==> config.mk <==
export PLATFORM = sky130hd
export DESIGN_NAME = snv_slave
export DESIGN_NICKNAME = d
export VERILOG_FILES = /design/src/logic/snv_sync.v /design/src/logic/snv_fifo.v /design/src/logic/snv_slave.v
export VERILOG_INCLUDE_DIRS = /design/src /design/src/pkg
export SDC_FILE = /design/constraint.sdc
export NUM_CORES = 1
export LEC_CHECK = 0
export BUFFER_PORTS_ARGS = -buffer_cell sky130_fd_sc_hd__buf_2
export CAP_MARGIN = 10
export CORE_MARGIN = 2
export CORE_UTILIZATION = 45
export CTS_CLUSTER_DIAMETER = 150
export DETAILED_ROUTE_END_ITERATION = 12
export PLACE_DENSITY = 0.66
export SETUP_SLACK_MARGIN = 0.2
export SLEW_MARGIN = 0
export SYNTH_ARGS = -nofsm -noshare
export SYNTH_HDL_FRONTEND = slang
export SYNTH_SLANG_ARGS = --single-unit
==> constraint.sdc <==
create_clock -name CLOCK -period 3.32 [get_ports CLOCK]
set_input_delay 0.664 -clock CLOCK [delete_from_list [all_inputs] [get_ports CLOCK]]
set_output_delay 0.664 -clock CLOCK [all_outputs]
set_load 0.02 [all_outputs]
==> src/pkg/snv_consts.vh <==
// Purpose: Shared constants of the serial nonvolatile memory slave
// Assumes: Included by bare name from the logic files
// Notes:   Definitions only
`ifndef SNV_CONSTS_VH
`define SNV_CONSTS_VH

// Opcodes
`define SNV_OP_SET_LATCH    8'h06
`define SNV_OP_CLR_LATCH    8'h04
`define SNV_OP_STAT_READ    8'h05
`define SNV_OP_STAT_WRITE   8'h01
`define SNV_OP_MEM_READ     8'h03
`define SNV_OP_MEM_WRITE    8'h02

// Status byte layout
`define SNV_ST_PROT_EN      7
`define SNV_ST_SPARE_HI     6
`define SNV_ST_SPARE_LO     4
`define SNV_ST_BP_HI        3
`define SNV_ST_BP_LO        2
`define SNV_ST_LATCH        1
`define SNV_ST_ZERO         0
`define SNV_STATUS_RST      6'h00

// Block protect codes and bases
`define SNV_BP_NONE         2'h0
`define SNV_BP_QUARTER      2'h1
`define SNV_BP_HALF         2'h2
`define SNV_BP_ALL          2'h3
`define SNV_BASE_QUARTER    15'h6000
`define SNV_BASE_HALF       15'h4000

// Widths and counts
`define SNV_AW              15
`define SNV_DW              8
`define SNV_BIT_LAST        3'h7
`define SNV_OPC_LAST        4'h7
`define SNV_ADDR_LAST       4'hf
`define SNV_FIFO_DEPTH      32
`define SNV_FIFO_AW         5
`define SNV_PIN_CNT         5

`endif

==> src/logic/snv_sync.v <==
// Purpose: Two flip-flop synchroniser for a group of pin levels
// Assumes: Each bit is an independent level
// Notes:   First stage feeds only the second stage
`timescale 1ns/1ps
module snv_sync #(
  parameter W       = 1,
  parameter RST_VAL = 1'b0
) (
  input  wire         clk,
  input  wire         rst_n,
  input  wire [W-1:0] din,
  output reg  [W-1:0] dout
);
  reg [W-1:0] meta_reg;

  always @(posedge clk or negedge rst_n) begin
    if (!rst_n) begin
      meta_reg <= {W{RST_VAL}};
      dout     <= {W{RST_VAL}};
    end else begin
      meta_reg <= din;
      dout     <= meta_reg;
    end
  end
endmodule // snv_sync

==> src/logic/snv_fifo.v <==
// Purpose: Flip-flop FIFO with valid/ready on both sides
// Assumes: DEPTH is a power of two, AW its log2
// Notes:   Full and empty are exact
`timescale 1ns/1ps
module snv_fifo #(
  parameter W     = 8,
  parameter DEPTH = 32,
  parameter AW    = 5
) (
  input  wire         clk,
  input  wire         rst_n,
  input  wire         in_valid,
  output wire         in_ready,
  input  wire [W-1:0] in_data,
  output wire         out_valid,
  input  wire         out_ready,
  output wire [W-1:0] out_data
);
  reg [W-1:0]  mem_reg [0:DEPTH-1];
  reg [AW-1:0] wr_ptr_reg;
  reg [AW-1:0] rd_ptr_reg;
  reg [AW:0]   count_reg;
  wire         push;
  wire         pop;

  assign in_ready  = (count_reg != DEPTH[AW:0]);
  assign out_valid = (count_reg != {(AW+1){1'b0}});
  assign out_data  = mem_reg[rd_ptr_reg];
  assign push      = in_valid & in_ready;
  assign pop       = out_valid & out_ready;

  always @(posedge clk) begin
    if (push) begin
      mem_reg[wr_ptr_reg] <= in_data;
    end
  end

  always @(posedge clk or negedge rst_n) begin
    if (!rst_n) begin
      wr_ptr_reg <= {AW{1'b0}};
      rd_ptr_reg <= {AW{1'b0}};
      count_reg  <= {(AW+1){1'b0}};
    end else begin
      if (push) begin
        wr_ptr_reg <= wr_ptr_reg + {{(AW-1){1'b0}}, 1'b1};
      end
      if (pop) begin
        rd_ptr_reg <= rd_ptr_reg + {{(AW-1){1'b0}}, 1'b1};
      end
      if (push & ~pop) begin
        count_reg <= count_reg + {{AW{1'b0}}, 1'b1};
      end else if (pop & ~push) begin
        count_reg <= count_reg - {{AW{1'b0}}, 1'b1};
      end
    end
  end
endmodule // snv_fifo

==> src/logic/snv_slave.v <==
// Purpose: Serial slave front end of a 32K x 8 nonvolatile memory
// Assumes: Serial clock at most an eighth of CLOCK; array read has one cycle latency
// Notes:   Array itself sits outside; writes leave through a 32-word FIFO
`timescale 1ns/1ps
`include "snv_consts.vh"

////////////////////////////////////////////////////////////////////////////////
// Operation
// - First byte after select is an opcode; unknown opcodes are ignored
// - Opcodes 06 set, 04 clear latch, 05/01 status, 03/02 memory
// - Select rising before eight opcode bits means no command runs
// - Set-latch opcode sets the write latch, needed before any write
// - Clear-latch opcode clears it; cleared latch blocks all writes
// - Status read shifts eight status bits out on falling edges
// - Status read repeats while clocking continues with select low
// - Status write takes one data byte into the status bits
// - Latch and lowest bit positions ignored on write; lowest reads zero
// - Memory read takes 16-bit address, top bit ignored, then outputs
// - Every further eight clocks read the next address
// - Sequential read wraps from top address to zero
// - Memory write commits each byte once all eight bits arrive
// - Further bytes go to incremented addresses until select rises
// - Sequential write wraps from top address to zero
// - Block-protect bits select none, upper quarter, upper half, all
// - Protected blocks never written; others need the latch set
// - Status write blocked if latch clear or protect-enable with pin low
// - Hold low with select low pauses command, clock and data ignored
// - Hold begins and ends at a low serial clock level
// - Data output floats while held
// - Select rising while held aborts and returns to idle
// - Input sampled on rising clock, output changed on falling clock
// - Write latch cleared at reset, by clear, and on decoding a status or memory write opcode
// - Status: protect-enable 7, spare 6..4, block bits 3..2, latch 1, zero 0
// - Select high: inputs ignored, output floats, slave idle
module snv_slave (
  CLOCK,
  RST_N,
  CS_N,
  SCK,
  SI,
  HOLD_N,
  WP_N,
  SO,
  SO_OE,
  MEM_RD_ADDR,
  MEM_RD_DATA,
  MEM_WR_VALID,
  MEM_WR_ADDR,
  MEM_WR_DATA,
  MEM_WR_READY,
  WR_BUF_FULL,
  STATUS_BYTE
);
  input                     CLOCK;
  input                     RST_N;
  input                     CS_N;
  input                     SCK;
  input                     SI;
  input                     HOLD_N;
  input                     WP_N;
  output reg                SO;
  output reg                SO_OE;
  output reg [`SNV_AW-1:0]  MEM_RD_ADDR;
  input      [`SNV_DW-1:0]  MEM_RD_DATA;
  output reg                MEM_WR_VALID;
  output reg [`SNV_AW-1:0]  MEM_WR_ADDR;
  output reg [`SNV_DW-1:0]  MEM_WR_DATA;
  input                     MEM_WR_READY;
  output reg                WR_BUF_FULL;
  output reg [`SNV_DW-1:0]  STATUS_BYTE;

  localparam [2:0] ST_OPC   = 3'h0;
  localparam [2:0] ST_ADDR  = 3'h1;
  localparam [2:0] ST_RDATA = 3'h2;
  localparam [2:0] ST_WDATA = 3'h3;
  localparam [2:0] ST_SREAD = 3'h4;
  localparam [2:0] ST_SDATA = 3'h5;
  localparam [2:0] ST_IDLE  = 3'h6;
  localparam [2:0] ST_RADDR = 3'h7;
  localparam       FW       = `SNV_AW + `SNV_DW;

  ////////////////////////////////////////////////////////////////////////////
  // Pin synchronisers
  wire                    cs_n_s;
  wire                    sck_s;
  wire                    si_s;
  wire                    hold_n_s;
  wire                    wp_n_s;

  snv_sync #(
    .W       (`SNV_PIN_CNT),
    .RST_VAL (1'b1)
  ) u_sync (
    .clk   (CLOCK),
    .rst_n (RST_N),
    .din   ({CS_N, SCK, SI, HOLD_N, WP_N}),
    .dout  ({cs_n_s, sck_s, si_s, hold_n_s, wp_n_s})
  );

  ////////////////////////////////////////////////////////////////////////////
  // Registers
  reg                   sck_d_reg;
  reg                   hold_reg;
  reg                   hold_next;
  reg [2:0]             state_reg;
  reg [2:0]             state_next;
  reg [3:0]             cnt_reg;
  reg [3:0]             cnt_next;
  reg [`SNV_DW-1:0]     in_reg;
  reg [`SNV_DW-1:0]     in_next;
  reg [`SNV_AW-1:0]     addr_reg;
  reg [`SNV_AW-1:0]     addr_next;
  reg                   latch_reg;
  reg                   latch_next;
  reg                   wr_ok_reg;
  reg                   wr_ok_next;
  reg [5:0]             nv_reg;
  reg [5:0]             nv_next;
  reg [`SNV_DW-1:0]     out_reg;
  reg [`SNV_DW-1:0]     out_next;
  reg                   load_reg;
  reg                   load_next;
  reg                   drive_reg;
  reg                   drive_next;
  reg                   so_next;
  reg [`SNV_AW-1:0]     rd_addr_next;
  reg [`SNV_DW-1:0]     rd_data_reg;
  reg                   push;
  reg [FW-1:0]          push_data;

  wire                  rise;
  wire                  fall;
  wire [`SNV_DW-1:0]    byte_in;
  wire [`SNV_DW-1:0]    status_word;
  wire                  bit_last;
  wire                  prot_hit;
  wire                  stat_ok;
  wire                  fifo_ready;
  wire                  fifo_valid;
  wire [FW-1:0]         fifo_data;
  wire                  fifo_pop;

  ////////////////////////////////////////////////////////////////////////////
  // Edge detection, gated by select and hold
  assign rise     = ~cs_n_s & ~hold_reg & sck_s & ~sck_d_reg;
  assign fall     = ~cs_n_s & ~hold_reg & ~sck_s & sck_d_reg;
  assign byte_in  = {in_reg[6:0], si_s};
  assign bit_last = (cnt_reg[2:0] == `SNV_BIT_LAST);

  assign status_word = {nv_reg[5:2], nv_reg[1:0], latch_reg, 1'b0};

  // Block protection of the current write address
  assign prot_hit =
    (nv_reg[1:0] == `SNV_BP_ALL) |
    ((nv_reg[1:0] == `SNV_BP_HALF) & (addr_reg >= `SNV_BASE_HALF)) |
    ((nv_reg[1:0] == `SNV_BP_QUARTER) & (addr_reg >= `SNV_BASE_QUARTER));

  // Status write allowed only with latch seen at opcode and pin policy
  assign stat_ok = wr_ok_reg & ~(nv_reg[5] & ~wp_n_s);

  ////////////////////////////////////////////////////////////////////////////
  // Hold tracking: cleared while deselected, otherwise changes only while the serial clock is low
  always @* begin
    hold_next = hold_reg;
    if (cs_n_s) begin
      hold_next = 1'b0;
    end else if (~sck_s) begin
      hold_next = ~hold_n_s;
    end
  end

  ////////////////////////////////////////////////////////////////////////////
  // Command sequencer
  always @* begin
    state_next   = state_reg;
    cnt_next     = cnt_reg;
    in_next      = in_reg;
    addr_next    = addr_reg;
    latch_next   = latch_reg;
    wr_ok_next   = wr_ok_reg;
    nv_next      = nv_reg;
    out_next     = out_reg;
    load_next    = load_reg;
    drive_next   = drive_reg;
    so_next      = SO;
    rd_addr_next = MEM_RD_ADDR;
    push         = 1'b0;
    push_data    = {addr_reg, byte_in};
    if (cs_n_s) begin
      state_next = ST_OPC;
      cnt_next   = 4'h0;
      load_next  = 1'b0;
      drive_next = 1'b0;
    end else if (rise) begin
      in_next  = byte_in;
      cnt_next = cnt_reg + 4'h1;
      case (state_reg)
        ST_OPC: begin
          if (cnt_reg == `SNV_OPC_LAST) begin
            cnt_next = 4'h0;
            case (byte_in)
              `SNV_OP_SET_LATCH: begin
                latch_next = 1'b1;
                state_next = ST_IDLE;
              end
              `SNV_OP_CLR_LATCH: begin
                latch_next = 1'b0;
                state_next = ST_IDLE;
              end
              `SNV_OP_STAT_READ: begin
                state_next = ST_SREAD;
                load_next  = 1'b1;
              end
              `SNV_OP_STAT_WRITE: begin
                wr_ok_next = latch_reg;
                latch_next = 1'b0;
                state_next = ST_SDATA;
              end
              `SNV_OP_MEM_READ: begin
                wr_ok_next = 1'b0;
                state_next = ST_RADDR;
              end
              `SNV_OP_MEM_WRITE: begin
                wr_ok_next = latch_reg;
                latch_next = 1'b0;
                state_next = ST_ADDR;
              end
              default: begin
                state_next = ST_IDLE;
              end
            endcase
          end
        end
        ST_ADDR, ST_RADDR: begin
          addr_next = {addr_reg[`SNV_AW-2:0], si_s};
          if (cnt_reg == `SNV_ADDR_LAST) begin
            cnt_next     = 4'h0;
            state_next   = (state_reg == ST_RADDR) ? ST_RDATA : ST_WDATA;
            load_next    = (state_reg == ST_RADDR);
            rd_addr_next = addr_next;
          end
        end
        ST_WDATA: begin
          if (bit_last) begin
            push = wr_ok_reg & ~prot_hit;
            addr_next = addr_reg + {{(`SNV_AW-1){1'b0}}, 1'b1};
          end
        end
        ST_RDATA: begin
          if (bit_last) begin
            addr_next    = addr_reg + {{(`SNV_AW-1){1'b0}}, 1'b1};
            rd_addr_next = addr_next;
            load_next    = 1'b1;
          end
        end
        ST_SREAD: begin
          if (bit_last) begin
            load_next = 1'b1;
          end
        end
        ST_SDATA: begin
          if (bit_last) begin
            if (stat_ok) begin
              nv_next = byte_in[7:2];
            end
            state_next = ST_IDLE;
          end
        end
        default: begin
          state_next = ST_IDLE;
        end
      endcase
    end else if (fall) begin
      if (load_reg) begin
        out_next   = (state_reg == ST_SREAD) ? status_word : rd_data_reg;
        so_next    = out_next[7];
        load_next  = 1'b0;
        drive_next = 1'b1;
      end else begin
        out_next = {out_reg[6:0], 1'b0};
        so_next  = out_reg[6];
      end
    end
  end

  ////////////////////////////////////////////////////////////////////////////
  // State registers
  always @(posedge CLOCK or negedge RST_N) begin
    if (!RST_N) begin
      sck_d_reg   <= 1'b1;
      hold_reg    <= 1'b0;
      state_reg   <= ST_OPC;
      cnt_reg     <= 4'h0;
      in_reg      <= 8'h00;
      addr_reg    <= 15'h0000;
      latch_reg   <= 1'b0;
      wr_ok_reg   <= 1'b0;
      nv_reg      <= `SNV_STATUS_RST;
      out_reg     <= 8'h00;
      load_reg    <= 1'b0;
      drive_reg   <= 1'b0;
      SO          <= 1'b0;
      SO_OE       <= 1'b0;
      MEM_RD_ADDR <= 15'h0000;
      rd_data_reg <= 8'h00;
      STATUS_BYTE <= 8'h00;
    end else begin
      sck_d_reg   <= sck_s;
      hold_reg    <= hold_next;
      state_reg   <= state_next;
      cnt_reg     <= cnt_next;
      in_reg      <= in_next;
      addr_reg    <= addr_next;
      latch_reg   <= latch_next;
      wr_ok_reg   <= wr_ok_next;
      nv_reg      <= nv_next;
      out_reg     <= out_next;
      load_reg    <= load_next;
      drive_reg   <= drive_next;
      SO          <= so_next;
      SO_OE       <= drive_next & ~hold_next & ~cs_n_s;
      MEM_RD_ADDR <= rd_addr_next;
      rd_data_reg <= MEM_RD_DATA;
      STATUS_BYTE <= status_word;
    end
  end

  ////////////////////////////////////////////////////////////////////////////
  // Write buffer and array write port
  snv_fifo #(
    .W     (FW),
    .DEPTH (`SNV_FIFO_DEPTH),
    .AW    (`SNV_FIFO_AW)
  ) u_fifo (
    .clk       (CLOCK),
    .rst_n     (RST_N),
    .in_valid  (push),
    .in_ready  (fifo_ready),
    .in_data   (push_data),
    .out_valid (fifo_valid),
    .out_ready (fifo_pop),
    .out_data  (fifo_data)
  );

  assign fifo_pop = fifo_valid & (~MEM_WR_VALID | MEM_WR_READY);

  always @(posedge CLOCK or negedge RST_N) begin
    if (!RST_N) begin
      MEM_WR_VALID <= 1'b0;
      MEM_WR_ADDR  <= 15'h0000;
      MEM_WR_DATA  <= 8'h00;
      WR_BUF_FULL  <= 1'b0;
    end else begin
      WR_BUF_FULL <= ~fifo_ready;
      if (fifo_pop) begin
        MEM_WR_VALID <= 1'b1;
        MEM_WR_ADDR  <= fifo_data[FW-1:`SNV_DW];
        MEM_WR_DATA  <= fifo_data[`SNV_DW-1:0];
      end else if (MEM_WR_READY) begin
        MEM_WR_VALID <= 1'b0;
      end
    end
  end
endmodule // snv_slave

==> results.txt <==
Netlist Area Pre-Place: 33900 um^2
main flop type after synthesis: edfxtp_1
chain of cells forming the critical path: or3b_4 > a2111o_1 > nor3_4 > ha_4 > inv_4 > ha_4 > a21oi_2 > o21ai_2 > mux2i_1 > o311ai_1 > xor2_1
Synth Register Bits: 867
switching share of power: 28.0%
final setup violation count: 0
# fillers: 5803
final core occ: 52.9%
final-report hold violation count: 0
Buf+Inv Stages, Crit Path: 1
WL final: 78700 um
max cap viols: 0
Worst-path clk slew: 0.06 ns
first-pass GRT wire length: 117000 um
number of flip-flops under the largest register name: 736
Core ar.: 74600 um^2
syn nets: 1884
clk buf depth: 3
post-synthesis sequential area ratio: 74.9%
area added between synthesis and finish: 16.3%
FF-to-FF path depth: 11
DR vias: 18100
Yosys warning total: 0
CP max stage delay: 0.53 ns
Crit path required time: 3.80 ns
most frequent cells in the layout: edfxtp_1, mux4_2, dfrtp_1
gpl congestion: 0.852
Tmin final: 3.02 ns
Die Area: 77600 um^2
die height: 279 um
DRT antenna net count: 0
DRT Pass-1 Iters: 6
vias in the first global route: 18200
Routed wire per std cell: 25.7 um
Comb power frac: 20.4%
crit path max fanout: 5
Initial Util: 45.5%
H-tree levels: 3
Total GRT Usage: 20.5%
Synth Area per Inst: 18.3 um^2
DRC errors left: 0
critical path depth: 11
clk_lat worst skew: 0.64 ns
Antenna Cells: 0
Clk pwr share: 35.2%
placed insts: 2898
Setup Crit Path Kind: flip-flop to flip-flop
clock sink count: 867
Critical Path Most Common Cell: ha_4
Finished Layout Cells: 3061
reg2reg setup slack: 0.30 ns
layout cells sized above 1: 26.4%
Clock Skews: 0.0291 ns
post-synthesis instance total: 1854
WP data arrival: 3.50 ns
IO buf count: 64
PwrDens: 724 nW/um^2
P_int: 20.6 mW
width of the die: 279 um
CP Capture Type: flip-flop
class of the worst hold path: primary input to async pin
Max Slew Vio Count: 0
Max IR drop VDD: 0.000476 V
relative slew slack: 42.0%
clock buffer count from CTS: 86
Final nets: 2050
worst r2r src: u_sync.dout[3]$_DFF_PN1_
Max Freq: 0.331 GHz
CTS tree: done
placement row count: 100
commonest non-fill, non-tap cell in the layout: edfxtp_1
final worst path period share: 90.9%
Via density: 5.92
hold_buf cts: 0
Root Buffer: clkbuf_16
share of async-settable or async-resettable flops after synthesis: 15.1%
Top Ports: 66
Reg power frac: 44.4%
R2R Path End: u_fifo.count_reg[5]$_DFFE_PN0P_
Post-synth EDFFs: 736
status: completed
Unique masters post-synth: 70
largest net degree at the start of global routing: 60
GRT overflow: 0
CP max-delay cell: dfstp_2
Tightest Pin Transition: 0.848 ns
Critical Path Source Type: flip-flop
initial antenna violation count: 0
leak pwr: 12.3 nW
RSZ-0062 raised after global routing: yes
top cell family by delay on the critical path: compound AO/OA/AOI/OAI gates
Psw: 8.01 mW
detailed placement HPWL: 47400 um
1st-iter DRT viols: 1820
==> what timing repair did <==
action / in CTS / in global routing
pin swaps: 5 / 1
resized for setup: 7 / 2
setup buffers: 3 / 0
endpoints found under the setup margin: 2 / 492
==> through the flow <==
stage	TNS, ns	worst slack (ns)	hold WS [ns]	total power [mW]	instance area, um^2
finish	0	0.301	0.0227	28.6	39500
global route	0	0.166	0.0562	29.6	39500
CTS	0	0.192	0.0324	28.8	39400
detailed placement	0	0.0460	0.347	18.7	36400
global placement	0	0.150	0.347	18.6	36400
floorplan	-20.97	-0.116	0.345	16.5	34000
==> final cells by class <==
type	count	area, um^2	area share [%]
inverters	15	58.8	0.149
well taps	969	1210	3.07
clock inverters	47	584	1.48
flip-flops and latches	867	25400	64.4
clock buffers	113	2390	6.05
repair buffers	193	1660	4.20
multi-input cells	857	8150	20.7
==> power by group through the flow <==
stage	combinational (mW)	clock [mW]	sequential (mW)
after floorplan	3.71	0	12.8
after global placement	5.69	0	12.9
after detailed placement	5.79	0	12.9
after CTS	5.85	10.2	12.7
after global routing	6.20	10.6	12.7
final	5.82	10.1	12.7
==> per-layer routing <==
layer  part of all wire (%)  up-vias  track usage, %  wire (um)
met2                     45      768            30.9      35700
met5                      0        -               0          0
met1                     44     9411            30.4      34600
met3                    8.1      117            3.98       6350
met4                    2.7        0            6.12       2120
li1                       -     7816               -          -
==> synth_stat cells (19+ instances only) <==
library cell,n,area (um^2)
a211oi_1,36,270
a21oi_1,54,270
a22o_1,22,193
a22oi_1,25,188
a31oi_1,29,181
buf_1,20,75.1
buf_2,23,115
clkbuf_1,66,248
dfrtp_1,120,3000
edfxtp_1,736,22100
mux2i_1,104,1040
mux4_2,137,3090
nand2_1,78,293
nand3_1,19,95.1
nor2_1,80,300
o21ai_0,38,190
o22ai_1,48,300
o2bb2ai_1,22,193
==> cells by family (layout without fill, tap and decap cells) <==
group | after synthesis | count (layout) | synth area share [%]
compound gates | 318 | 318 | 6.36
mux | 252 | 252 | 12.5
fa+ha+maj | 14 | 14 | 0.539
flops | 867 | 867 | 74.9
other cells | 1 | 1 | 0.0111
simple gates | 253 | 253 | 3.54
buf+inv | 130 | 368 | 1.63
xor+xnor | 19 | 19 | 0.513
==> worst max-delay path by stage <==
stage	slack, ns	from	endpoint
after detailed placement	0.05	cnt_reg[0]$_DFFE_PN0N_	u_fifo.count_reg[5]$_DFFE_PN0P_
final	0.30	u_sync.dout[3]$_DFF_PN1_	u_fifo.count_reg[5]$_DFFE_PN0P_
after global placement	0.15	cnt_reg[0]$_DFFE_PN0N_	u_fifo.count_reg[5]$_DFFE_PN0P_
after floorplan	-0.12	u_sync.dout[3]$_DFF_PN1_	u_fifo.mem_reg[23][0]$_DFFE_PP_
after global routing	0.17	u_sync.dout[3]$_DFF_PN1_	u_fifo.count_reg[4]$_DFFE_PN0P_
after CTS	0.19	u_sync.dout[3]$_DFF_PN1_	u_fifo.mem_reg[22][0]$_DFFE_PP_
Note: power is estimated with default switching activity, not from simulation.
